$ cat src/core/p6g_pkg.sv
/*
 * Constants, field layouts and carrier structs for the eight-pin port
 * with its timer pin multiplexer.
 * Assumes one system clock; timer control fields arrive from the timer
 * blocks on that same clock.
 */
package p6g_pkg;

  // ********************************************************
  // Register map
  // ********************************************************
  localparam int unsigned   PORT_W       = 8;
  // Printed offsets are indices; byte address is four times the index
  localparam logic [15:0]   DIR_IDX      = 16'hFFB9;
  localparam logic [15:0]   LATCH_IDX    = 16'hFFBB;
  localparam logic [31:0]   DIR_ADDR     = {16'h0000, DIR_IDX} << 2;
  localparam logic [31:0]   LATCH_ADDR   = {16'h0000, LATCH_IDX} << 2;
  localparam logic [7:0]    DIR_RST      = 8'h00;
  localparam logic [7:0]    LATCH_RST    = 8'h00;
  localparam logic [31:0]   RDATA_NONE   = 32'h0000_0000;

  // ********************************************************
  // Bus encodings, clock-select and output-select codes
  // ********************************************************
  localparam logic [1:0]    HTRANS_NSEQ  = 2'h2;
  localparam logic [1:0]    HTRANS_SEQ   = 2'h3;
  localparam logic          HRESP_OKAY   = 1'b0;
  localparam logic [1:0]    FRT_CKS_EXT  = 2'h3;
  localparam logic [2:0]    TMR_CKS_EXT  = 3'h5;
  localparam logic [3:0]    OS_NONE      = 4'h0;

  // ********************************************************
  // Carriers
  // ********************************************************
  typedef enum logic [2:0] {
    SEL_NONE  = 3'b001,
    SEL_DIR   = 3'b010,
    SEL_LATCH = 3'b100
  } p6g_sel_e;

  typedef struct packed {
    logic       hsync_out_enable;
    logic       clamp_out_enable;
    logic       vsync_out_enable;
    logic       frt_compare_a_out_enable;
    logic       frt_compare_b_out_enable;
    logic [3:0] byte_timer_one_timer_output_select;
    logic [3:0] extra_byte_timer_timer_output_select;
    logic [3:0] byte_timer_zero_timer_output_select;
    logic       byte_timer_one_counter_clear_select_hi;
    logic       byte_timer_one_counter_clear_select_lo;
    logic       byte_timer_zero_counter_clear_select_hi;
    logic       byte_timer_zero_counter_clear_select_lo;
    logic [2:0] byte_timer_one_timer_clock_select;
    logic [2:0] byte_timer_zero_timer_clock_select;
    logic [1:0] frt_timer_clock_select;
  } p6g_ctl_s;

  typedef struct packed {
    logic horizontal_sync_output;
    logic extra_timer_output;
    logic timer_one_output;
    logic frt_compare_b_output;
    logic clamp_pulse_output;
    logic timer_zero_output;
    logic vertical_sync_output;
    logic frt_compare_a_output;
  } p6g_fn_out_s;

  typedef struct packed {
    logic [7:0] compare_input;
    logic       timer_one_reset_input;
    logic       composite_sync_input;
    logic       frt_capture_d_input;
    logic       timer_one_clock_input;
    logic       horizontal_sync_input;
    logic       frt_capture_c_input;
    logic       frt_capture_b_input;
    logic       timer_zero_reset_input;
    logic       vertical_feedback_input;
    logic       frt_capture_a_input;
    logic       vertical_sync_input;
    logic       second_extra_timer_input;
    logic       frt_clock_input;
    logic       timer_zero_clock_input;
    logic       horizontal_feedback_input;
    logic       extra_timer_input;
  } p6g_fn_in_s;

endpackage

$ cat src/core/p6g_port.sv
/*
 * Eight-pin general purpose port: direction register, output latch,
 * direction-dependent read path and timer function multiplexer,
 * reached as an AHB-Lite slave with zero wait states.
 * Assumes timer control fields and timer outputs come from logic on
 * CLK_IN; pin levels and the hardware standby pin are asynchronous.
 */
`timescale 1ns/1ps

module p6g_port #(
  parameter int unsigned PINS = 8
) (
  input  wire logic                CLK_IN,        // System clock, 200 MHz
  input  wire logic                RST_N_IN,      // Async reset, active low
  input  wire logic                HW_STANDBY_IN, // Hardware standby, async
  input  wire logic                HSEL_IN,       // Slave select
  input  wire logic [31:0]         HADDR_IN,      // Byte address
  input  wire logic [1:0]          HTRANS_IN,     // Transfer type
  input  wire logic                HWRITE_IN,     // Write when high
  input  wire logic [2:0]          HSIZE_IN,      // Transfer size
  input  wire logic [31:0]         HWDATA_IN,     // Write data
  input  wire logic                HREADY_IN,     // Bus ready
  output logic                     HREADYOUT_OUT, // Slave ready
  output logic                     HRESP_OUT,     // Always OKAY
  output logic [31:0]              HRDATA_OUT,    // Read data
  input  wire p6g_pkg::p6g_ctl_s   CTL_IN,        // Timer control fields
  input  wire p6g_pkg::p6g_fn_out_s FN_OUT_IN,    // Timer pin outputs
  output p6g_pkg::p6g_fn_in_s      FN_IN_OUT,     // Pin levels to timers
  input  wire logic [7:0]          PIN_IN,        // Pin levels, async
  output logic [7:0]               PIN_OUT,       // Pin drive value
  output logic [7:0]               PIN_OE_OUT     // Pin driver enable
);
  import p6g_pkg::*;

  // ********************************************************
  // Elaboration check
  // ********************************************************
  if (PINS != PORT_W) begin : g_bad_pins
    $error("p6g_port serves exactly eight pins");
  end

  // ********************************************************
  // State
  // ********************************************************
  typedef struct packed {
    logic [7:0]  dir;
    logic [7:0]  latch;
    logic [7:0]  pin_meta;
    logic [7:0]  pin_sync;
    logic        stby_meta;
    logic        stby_sync;
    logic        wr_pend;
    p6g_sel_e    wr_sel;
    logic [31:0] rdata;
    logic [7:0]  pout;
    logic [7:0]  poe;
    p6g_fn_in_s  fin;
  } p6g_state_s;

  p6g_state_s st_r;
  p6g_state_s st_nxt;

  function automatic logic os_active(input logic [3:0] os);
    return os != OS_NONE;
  endfunction

  // Codes at and above the first external code pick an external clock
  function automatic logic tmr_ext(input logic [2:0] cks);
    return cks >= TMR_CKS_EXT;
  endfunction

  function automatic p6g_sel_e decode(input logic [31:0] a);
    if (a == DIR_ADDR) begin
      return SEL_DIR;
    end else if (a == LATCH_ADDR) begin
      return SEL_LATCH;
    end
    return SEL_NONE;
  endfunction

  // ********************************************************
  // Next state
  // ********************************************************
  logic       take;
  p6g_sel_e   rd_sel;
  logic [7:0] port_val;
  logic [7:0] fsel;
  logic [7:0] fval;

  always_comb begin
    st_nxt           = st_r;
    // Pin and standby inputs pass two flops before any use
    st_nxt.pin_meta  = PIN_IN;
    st_nxt.pin_sync  = st_r.pin_meta;
    st_nxt.stby_meta = HW_STANDBY_IN;
    st_nxt.stby_sync = st_r.stby_meta;

    take   = HSEL_IN && HREADY_IN && (HTRANS_IN == HTRANS_NSEQ ||
             HTRANS_IN == HTRANS_SEQ);
    rd_sel = decode(HADDR_IN);

    // Data phase of a write lands here
    if (st_r.wr_pend) begin
      case (st_r.wr_sel)
        SEL_DIR: begin
          st_nxt.dir = HWDATA_IN[7:0];
        end
        SEL_LATCH: begin
          st_nxt.latch = HWDATA_IN[7:0];
        end
        default: begin
        end
      endcase
    end
    if (st_r.stby_sync) begin
      st_nxt.dir   = DIR_RST;
      st_nxt.latch = LATCH_RST;
    end

    st_nxt.wr_pend = take && HWRITE_IN;
    st_nxt.wr_sel  = take ? rd_sel : SEL_NONE;

    // Read uses post-write values so a back-to-back read sees the write
    port_val = (st_nxt.dir & st_nxt.latch) |
               (~st_nxt.dir & st_r.pin_sync);
    if (take && !HWRITE_IN) begin
      case (rd_sel)
        SEL_LATCH: begin
          st_nxt.rdata = {24'h00_0000, port_val};
        end
        SEL_DIR: begin
          st_nxt.rdata = RDATA_NONE;
        end
        default: begin
          st_nxt.rdata = RDATA_NONE;
        end
      endcase
    end

    // Output function priority per pin
    fsel    = 8'h00;
    fval    = 8'h00;
    fsel[7] = 1'b1;
    if (CTL_IN.hsync_out_enable) begin
      fval[7] = FN_OUT_IN.horizontal_sync_output;
    end else if (os_active(CTL_IN.extra_byte_timer_timer_output_select)) begin
      fval[7] = FN_OUT_IN.extra_timer_output;
    end else if (os_active(CTL_IN.byte_timer_one_timer_output_select)) begin
      fval[7] = FN_OUT_IN.timer_one_output;
    end else begin
      fsel[7] = 1'b0;
    end
    fsel[6] = CTL_IN.frt_compare_b_out_enable;
    fval[6] = FN_OUT_IN.frt_compare_b_output;
    fsel[4] = 1'b1;
    if (CTL_IN.clamp_out_enable) begin
      fval[4] = FN_OUT_IN.clamp_pulse_output;
    end else if (os_active(CTL_IN.byte_timer_zero_timer_output_select)) begin
      fval[4] = FN_OUT_IN.timer_zero_output;
    end else begin
      fsel[4] = 1'b0;
    end
    // Both enables set is a software fault; vsync still wins
    fsel[1] = 1'b1;
    if (CTL_IN.vsync_out_enable) begin
      fval[1] = FN_OUT_IN.vertical_sync_output;
    end else if (CTL_IN.frt_compare_a_out_enable) begin
      fval[1] = FN_OUT_IN.frt_compare_a_output;
    end else begin
      fsel[1] = 1'b0;
    end
    // Pins 5, 3, 2 and 0 have no output function
    st_nxt.pout = (fsel & fval) | (~fsel & st_nxt.latch);
    st_nxt.poe  = fsel | st_nxt.dir;

    // Input routing; pins keep feeding timers whatever drives them
    st_nxt.fin.compare_input = st_r.pin_sync;
    st_nxt.fin.timer_one_reset_input = st_r.pin_sync[6] &
      CTL_IN.byte_timer_one_counter_clear_select_hi & CTL_IN.byte_timer_one_counter_clear_select_lo;
    st_nxt.fin.composite_sync_input  = st_r.pin_sync[6];
    st_nxt.fin.timer_one_clock_input = st_r.pin_sync[5] &
      tmr_ext(CTL_IN.byte_timer_one_timer_clock_select);
    st_nxt.fin.frt_capture_d_input   = st_r.pin_sync[5];
    st_nxt.fin.horizontal_sync_input = st_r.pin_sync[5];
    st_nxt.fin.frt_capture_c_input   = st_r.pin_sync[4];
    st_nxt.fin.timer_zero_reset_input = st_r.pin_sync[3] &
      CTL_IN.byte_timer_zero_counter_clear_select_hi & CTL_IN.byte_timer_zero_counter_clear_select_lo;
    st_nxt.fin.frt_capture_b_input     = st_r.pin_sync[3];
    st_nxt.fin.vertical_feedback_input = st_r.pin_sync[3];
    st_nxt.fin.frt_capture_a_input      = st_r.pin_sync[2];
    st_nxt.fin.second_extra_timer_input = st_r.pin_sync[2];
    st_nxt.fin.vertical_sync_input      = st_r.pin_sync[2];
    st_nxt.fin.frt_clock_input = st_r.pin_sync[0] &
      (CTL_IN.frt_timer_clock_select == FRT_CKS_EXT);
    st_nxt.fin.timer_zero_clock_input = st_r.pin_sync[0] &
      tmr_ext(CTL_IN.byte_timer_zero_timer_clock_select);
    st_nxt.fin.extra_timer_input         = st_r.pin_sync[0];
    st_nxt.fin.horizontal_feedback_input = st_r.pin_sync[0];
  end

  // ********************************************************
  // Registers
  // ********************************************************
  always_ff @(posedge CLK_IN or negedge RST_N_IN) begin
    if (!RST_N_IN) begin
      st_r        <= '0;
      st_r.dir    <= DIR_RST;
      st_r.latch  <= LATCH_RST;
      st_r.wr_sel <= SEL_NONE;
    end else begin
      st_r <= st_nxt;
    end
  end

  // ********************************************************
  // Outputs
  // ********************************************************
  assign HREADYOUT_OUT = 1'b1;
  assign HRESP_OUT     = HRESP_OKAY;
  assign HRDATA_OUT    = st_r.rdata;
  assign PIN_OUT       = st_r.pout;
  assign PIN_OE_OUT    = st_r.poe;
  assign FN_IN_OUT     = st_r.fin;

endmodule

$ cat config.mk
export PLATFORM = sky130hd
export DESIGN_NAME = p6g_port
export DESIGN_NICKNAME = d
export VERILOG_FILES = /design/src/core/p6g_pkg.sv /design/src/core/p6g_port.sv
export SDC_FILE = /design/constraint.sdc
export NUM_CORES = 1
export LEC_CHECK = 0
export ABC_AREA = 0
export BUFFER_PORTS_ARGS = -buffer_cell sky130_fd_sc_hd__buf_4
export CORE_AREA = 8 8 95 97
export DETAILED_ROUTE_END_ITERATION = 12
export DIE_AREA = 0 0 103 105
export GPL_TIMING_DRIVEN = 0
export HOLD_SLACK_MARGIN = 0.06
export PLACE_DENSITY = 0.79
export SETUP_SLACK_MARGIN = 0.15
export SYNTH_ARGS = -nofsm -noshare
export SYNTH_HDL_FRONTEND = slang
export SYNTH_SLANG_ARGS = --single-unit
$ cat constraint.sdc
create_clock -name CLK_IN -period 2.1 [get_ports CLK_IN]
set_input_delay 0.21 -clock CLK_IN [delete_from_list [all_inputs] [get_ports CLK_IN]]
set_output_delay 0.21 -clock CLK_IN [all_outputs]
set_load 0.05 [all_outputs]
**Yosys cells after proc, flatten, opt, wreduce, memory -nomap -nowiden**

Cells that the tools add are included.
Widths: inputs -> output; s select.

- Register bits after elaboration: 105
- Bits of input ports: 120
- Output and inout bits: 74

- Magnitude comparators: 2
- Equality and inequality tests: 8
- Muxes and demuxes: 25
- Bitwise operators: 16
- Reduce and logical (&&, ||, !) cells: 9

Operators by type and width:

| kind | number |
|---|---|
| $eq 32x18->1 const B | 2 |
| $and 8x8->8 | 4 |
| $mux 16 | 2 |
| $mux 8 | 3 |
| $or 8x8->8 | 3 |
| $mux 1 | 16 |
| $not 8->8 | 2 |
| $mux 3 | 4 |
| $reduce_bool 4->1 | 3 |
| $and 1x1->1 | 7 |
| $eq 2x2->1 const B | 3 |
| $eq 3x3->1 const B | 2 |
| $ge 3x3->1 const B | 2 |
| $logic_and 1x1->1 | 4 |
| $eq 3x2->1 const B | 1 |
| $logic_not 1->1 | 1 |
| $logic_or 1x1->1 | 1 |

**Logic depth before layout (Yosys ltp)**

Gate-level depths: netlist of the first run.

- Word-level depth: 8
- Depth in mapped cells: 6
- Gate-level depth less buffers: 4

**Least setup slack after synthesis of the first run**

Ideal clock, no wire load.

- Path kind: input -> register
- From: in HADDR_IN[1]
- To: reg st_r, in the netlist HRDATA_OUT[4]
- Arrival: 2.077 ns
- Required time: 2.008 ns
- Path slack: -0.069 ns
- Stages on the path: 5
- Cells stage by stage: or4b_1 > or4_4 > or4_4 > buf_6 > o31ai_2

- Longest elaborated chain between the ends: 6
- Elaborated cells between the ends (all ways): 8

Ends and longest elaborated chain:

| item | RTL line | source |
|---|---|---|
| from (decl) | p6g_port.sv:17 | `input wire logic [31:0] HADDR_IN,` |
| $eq 32x18->1 | p6g_port.sv:75 | `end else if (a == LATCH_ADDR) begin` |
| $mux 1 | p6g_port.sv:75 |  |
| $mux 1 | p6g_port.sv:73 | `if (a == DIR_ADDR) begin` |
| $mux 3 (*) | p6g_port.sv:78 | `return SEL_NONE;` |
| $eq 3x3->1 (*) | p6g_port.sv:127 | `case (rd_sel)` |
| $mux 8 (*) | p6g_port.sv:127 |  |
| to (signal assigned) | p6g_port.sv:211 | `st_r <= st_nxt;` |
| to (decl) | p6g_port.sv:60 | `p6g_state_s st_r;` |

Every way passes the cells marked *; elsewhere a longest branch is shown, timed or not.
A chain may end at the register's enable or synchronous reset.

**Worst setup path in the final report of the first run**

- From: in HADDR_IN[1]
- To: reg st_r, in the netlist HRDATA_OUT[7]

Same word-level chain as after synthesis.

==> out/results.ini, run 1 <==
[status]
status=complete, no violations

[routing]
drt-wirelength-per-cell_um=14.7
drtIter0Drc=61
viasPerCell=4.58
drt_pass1_iterations=4
ant_nets=0
vias=2666
routed_wirelength_mm=8.54
drc=0

[floorplan]
rows=32
die_h_um=105
io_pins=194
die-area_um2=10800
die_w_um=103
start_util=0.421
core-area_um2=7530

[cts]
clkTransAtPathRegs_ns=0.07
cts.sinks=67
clkLatencyLatePin_ns=0.34
htree_levels=3
cts_buffers=9
cts_root_buf=clkbuf_8
cts_tree=built
clockBufferDepth=2

[logic_synthesis]
synth_top_area_frac=0.521
synth-edff-count=0
yosys_most_used_dff=dfrtp_1
synth_cell_type_count=46
ys.warnings.count=0
synth.area.top_cells=dfrtp_1 52%, buf_4 18%, mux2i_1 3.8%
avgSynthCellArea_um2=11.1
yosysMostFrequentCell=buf_4
synth_area_um2=3170
synth.top_cells.by_count=74 x buf_4, 66 x dfrtp_1, 19 x nand2_1, 12 x mux2i_1, 9 x nor2_1
syn_inst=285
async_flop_share=1.00
yosysTopAreaCell=dfrtp_1
synth-seq-area-share=0.530
ys_seq_elements=67

[global_route]
grt.overflow.total=0
track_usage=0.158
grt_pass1_vias=2833
antenna_found_initial=0
grt_pass1_wl_mm=13.4
grt_max_degree=68

[power_and_ir_drop]
p_leak_nw=2.49
p_per_area_nw_per_um2=592
ir_drop_mv=0.287
finalPower_mw=2.82

[worst_setup_path]
worstRegToRegCells=6
cp_num_cells=6
path_buf_inv=2
critical_path_arrival_ns=2.15
rr_startpoint=st_r[73]$_DFF_PN0_
end_kind=flip-flop
crit_chain=buf_4 > or4b_1 > or4_4 > or4_4 > buf_6 > o21ai_0
critPathLaunchType=input pin
r2r-end=HRDATA_OUT[7]$_DFFE_PN0P_
path_delay_family=simple AND/OR/NAND/NOR gates
startpoint=HADDR_IN[1]
crit_path_end=HRDATA_OUT[7]$_DFFE_PN0P_
critPathKind=in2reg
path_max_fanout=8
critical_path_required_ns=2.35
crit_path_max_incr_delay_ns=0.55
slowest_stage=or4_4
cpMostUsedCell=or4_4
regToRegSetupSlack_ns=0.31

[timing]
fin_skew_ns=0.00897
max_freq_mhz=527
finalCritPeriodShare=0.904
final-setup-viol-count=0
rsz0062_at_grt=false
worstMarginPinSlew_ns=0.815
slew_viol_final=0
hold_viol=0
slew_headroom=0.457
finalCriticalPeriod_ns=1.90

[cells_and_area]
drive_gt1_frac=0.525
nFillCells=646
syn2layout_area_growth_pct=50.6
antenna_cells=0
fin_nets=596
seqCellArea_um2=1680
fin_area_um2=4770
multi_input_area_um2=972

[placement]
port_buffers=139
gp_congestion=0.810
place_area_um2=4430
dp_hpwl_mm=6.58

[job]
cap_violations=0

[min_path]
min_path_type=in2reg

[kinds of logic after synthesis]
| group | synth area share |
|---|---|
| buffers and inverters | 0.193 |
| DFF | 0.530 |
| muxes | 0.0379 |
| xor gates and xnor gates | 0.00277 |
| AOI/OAI and AO/OA | 0.0802 |
| and+or+nand+nor | 0.154 |
| other | 0.00237 |
[cell type report]
type                    instances  area share
flip-flops and latches         67       0.352
clock inverters                 2     0.00262
clock buffers                  13      0.0312
repair buffers                156       0.252
well taps                     102      0.0268
inverters                       5     0.00472
plain buffers                  82       0.127
multi-input cells             155       0.204
[cell usage in the layout, fill, tap and decap left out, types with 2 or more instances in the layout]
cell type,n
buf_4,218
dfrtp_1,66
conb_1,26
nand2_1,19
dlygate4sd3_1,13
mux2i_1,11
clkbuf_8,10
nor2_1,9
nand2b_1,8
nand3_1,6
or3_1,6
o21ai_0,6
nor4_1,5
or3b_2,4
nor3_1,4
inv_1,4
and3_1,4
o221a_2,4
a32oi_1,4
clkbuf_1,4
o21ai_1,4
nor4bb_1,3
clkbuf_2,3
or4_1,3
clkinvlp_4,2
nand4b_1,2
nand4_1,2
or4_4,2
o31a_1,2
nor2b_1,2
o211a_1,2
and2_1,2
[state kept, by name, summed over array words and instances, names as in the netlist]
signal      flops
PIN_OE_OUT      8
HRDATA_OUT      8
PIN_OUT         8
FN_IN_OUT      13
st_nxt         17
st_r           13
[metrics by stage]
stage	util	setup slack [ns]	setup TNS [ns]	hold slack, ns	instances
after floorplan	-	0.0356	0	-0.0856	309
after global placement	0.588	-0.232	-1.06	0.320	550
after detailed placement	0.588	-0.268	-1.52	0.320	550
after CTS	0.628	0.0978	0	0.0616	578
after global routing	0.634	0.163	0	0.0633	582
final	0.634	0.202	0	0.0739	582
[layer usage]
metal | part of all wire | vias up | track usage
li1 | - | 1273 | -
met1 | 0.37 | 1247 | 0.170
met2 | 0.50 | 135 | 0.265
met3 | 0.12 | 11 | 0.0737
met4 | 0.015 | 0 | 0.0527
met5 | 0 | - | 0
[where the power goes]
part	switching (mW)	internal [mW]	total, mW
clock	0.446	0.453	0.900
combinational	0.324	0.253	0.577
sequential	0.0190	1.33	1.35
total	0.789	2.04	2.82
[worst min-delay path by stage]
stage	cells past startpoint	slack, ns	from	end
after CTS	3	0.06	FN_OUT_IN[3]	PIN_OUT[4]$_DFF_PN0_
after floorplan	0	-0.09	RST_N_IN	FN_IN_OUT[12]$_DFF_PN0_
after detailed placement	1	0.32	PIN_IN[2]	st_nxt[80]$_DFF_PN0_
final	2	0.07	CTL_IN[26]	PIN_OUT[1]$_DFF_PN0_
after global routing	2	0.06	CTL_IN[26]	PIN_OE_OUT[1]$_DFF_PN0_
after global placement	1	0.32	PIN_IN[6]	st_nxt[84]$_DFF_PN0_
[worst register-to-register path: cells and delay by family (launching register included)]
family | cells | cell delay [ns]
buf+inv | 2 | 0.57
flops | 1 | 0.40
simple gates | 1 | 0.25
compound gates | 3 | 0.47
[timing repair]
action	in CTS	in global routing
resized for setup	4	11
hold endpoints to repair	78	0
setup endpoints to repair	20	9
setup buffers	0	4
hold buffers	13	0
cloned	0	0
pin swaps	0	0
(Power assumes the default switching activity.)
==> inputs of run 2 (changes only) <==
CTS_BUF_LIST = sky130_fd_sc_hd__clkbuf_8 sky130_fd_sc_hd__clkbuf_16   (was unset)
==> run 2 against run 1 <==
Net effect:
- combinational power barely moved
- count of clock-buffer cells in the layout shrank 3
- non-clock buffer count is the same
- global-route usage stayed put
- register-to-register slack hardly changed
==> out/results.ini, run 2 (synthesized netlist as in run 1, its figures left out) <==
[global_route]
grt_pass1_wl_mm=13.4  ; unchanged
gr-usage-met1=0.170  ; unchanged
antenna_found_initial=0  ; unchanged
gr-usage-met2=0.265  ; unchanged
grt_use_met3=0.0737  ; unchanged
grt_max_degree=68  ; unchanged
gr-max-usage-layer=met2
grt.overflow.total=0  ; unchanged
grt_pass1_vias=2833  ; unchanged
track_usage=0.158  ; unchanged

[floorplan]
die-area_um2=10800  ; unchanged
core-area_um2=7530  ; unchanged
die_h_um=105  ; unchanged
start_util=0.421  ; unchanged
io_pins=194  ; unchanged
die_w_um=103  ; unchanged
rows=32  ; unchanged

[worst_setup_path]
critPathLaunchType=input pin
critical_path_arrival_ns=2.15  ; about the same
path_max_fanout=8  ; unchanged
cpMostUsedCell=or4_4
slowest_stage=or4_4
critPathKind=in2reg
end_kind=flip-flop
crit_chain=buf_4 > or4b_1 > or4_4 > or4_4 > buf_6 > o21ai_0
worstRegToRegCells=6  ; unchanged
regToRegSetupSlack_ns=0.31  ; about the same
critical_path_required_ns=2.35  ; about the same
crit_path_max_incr_delay_ns=0.55  ; about the same

[routing]
drt_pass1_iterations=4  ; unchanged
drc=0  ; unchanged
viasPerCell=4.58  ; about the same
ant_nets=0  ; unchanged
drtIter0Drc=59  ; -3.3%
routed_wirelength_mm=8.53  ; -0.13%
vias=2667  ; +0.038%
drt-wirelength-per-cell_um=14.7  ; -0.13%

[timing]
hold_viol=0  ; unchanged
finalCriticalPeriod_ns=1.90  ; +0.000197 ns
max_freq_mhz=527  ; about the same
slew_viol_final=0  ; unchanged
rsz0062_at_grt=false
final-setup-viol-count=0  ; unchanged
finalCritPeriodShare=0.904  ; about the same
tns_ns=0  ; unchanged
slew_headroom=0.457  ; about the same
whs_ns=0.0741  ; +0.000267 ns
fin_skew_ns=0.00896  ; -0.00000980 ns
worstMarginPinSlew_ns=0.815  ; -0.0000778 ns

[cells_and_area]
largest_register_ffs=17  ; unchanged
finalNonFillerCells=582  ; unchanged
fin_nets=596  ; unchanged
syn2layout_area_growth_pct=50.6  ; unchanged
layout_common_cells=218 x buf_4, 66 x dfrtp_1, 26 x conb_1, 19 x nand2_1, 13 x dlygate4sd3_1
drive_gt1_frac=0.525  ; unchanged
final_common_cell=buf_4
antenna_cells=0  ; unchanged

[power_and_ir_drop]
clkPwrFrac=0.316  ; -0.003
seq_power_share=0.479  ; +0.002
p_per_area_nw_per_um2=589  ; -0.46%
ir_drop_mv=0.287  ; about the same
p_switching_mw=0.791  ; +0.21%
p_comb_frac=0.205  ; about the same
p_leak_nw=2.50  ; +0.50%
intPower_mw=2.02  ; -0.72%
p_sw_frac=0.281  ; +0.00189

[cts]
clkLatencyLatePin_ns=0.34  ; about the same
cts.sinks=67  ; unchanged
clkTransAtPathRegs_ns=0.07  ; about the same
htree_levels=3  ; unchanged
cts_root_buf=clkbuf_8
cts_buffers=9  ; unchanged
clockBufferDepth=2  ; unchanged
cts_tree=built

[placement]
gp_congestion=0.810  ; unchanged
port_buffers=139  ; unchanged
dp_cells=550  ; unchanged
dp_hpwl_mm=6.58  ; unchanged

[job]
cap_violations=0  ; unchanged

[min_path]
min_path_type=in2reg
hold_depth=2  ; unchanged

[status]
status=complete, no violations

-- run 2: cell count changes in the layout (fill, tap and decap cells not counted), sizes merged --
| cell | delta |
|---|---|
| clkbuf | -3 |
| inv | +3 |
-- run 2: worst max-delay path: cells and delay by family --
| family | cells | cell delay [ns] |
|---|---|---|
| compound gates | 1 | 0.17 |
| buf+inv | 2 | 0.26 |
| simple gates | 3 | 1.50 |
-- run 2: metal layers --
metal | share of wire | vias up
met5 | 0 | -
met3 | 0.12 | 11
met4 | 0.015 | 0
met2 | 0.50 | 138
li1 | - | 1273
met1 | 0.37 | 1245
-- run 2: cell type report --
| cell class | instances | area [um^2] |
|---|---|---|
| inverters | 5 | 22.5 |
| repair buffers | 156 | 1200 |
| plain buffers | 82 | 606 |
| flip-flops and latches | 67 | 1680 |
| clock inverters | 5 | 23.8 |
| fillers | 646 | 2760 |
| clock buffers | 10 | 138 |
| multi-input cells | 155 | 972 |
| well taps | 102 | 128 |
-- run 2: power groups by stage --
stage / sequential, mW / clock, mW / combinational, mW
floorplan: 1.36 / 0 / 0.337
detailed placement: 1.37 / 0 / 0.557
CTS: 1.35 / 0.912 / 0.578
global placement: 1.37 / 0 / 0.551
global route: 1.35 / 0.972 / 0.612
finish: 1.35 / 0.887 / 0.577
-- run 2: worst paths after layout --
kind,start,end
worst max-delay path,HADDR_IN[1],HRDATA_OUT[7]$_DFFE_PN0P_
worst min-delay path,CTL_IN[26],PIN_OUT[1]$_DFF_PN0_
worst max register to register,st_r[73]$_DFF_PN0_,HRDATA_OUT[7]$_DFFE_PN0P_
worst min register to register,st_nxt[82]$_DFF_PN0_,st_nxt[10]$_DFF_PN0_
max in group asynchronous,RST_N_IN,st_nxt[4]$_DFF_PN0_
min in group asynchronous,RST_N_IN,PIN_OUT[5]$_DFF_PN0_
-- run 2: per-stage QoR --
step | total power, mW | instance area (um^2) | utilization | setup slack (ns)
CTS | 2.84 | 4730 | 0.628 | 0.0968
global route | 2.94 | 4770 | 0.634 | 0.163
global placement | 1.92 | 4430 | 0.588 | -0.232
floorplan | 1.70 | 3260 | - | 0.0356
detailed placement | 1.93 | 4430 | 0.588 | -0.268
finish | 2.81 | 4770 | 0.634 | 0.201
-- run 2: what timing repair did --
| action | in CTS | in global routing |
|---|---|---|
| resized for setup | 4 | 11 |
| endpoints found under the hold margin | 78 | 0 |
| pin swaps | 0 | 0 |
| setup buffers | 0 | 4 |
| hold buffers | 13 | 0 |
| setup endpoints to repair | 20 | 9 |
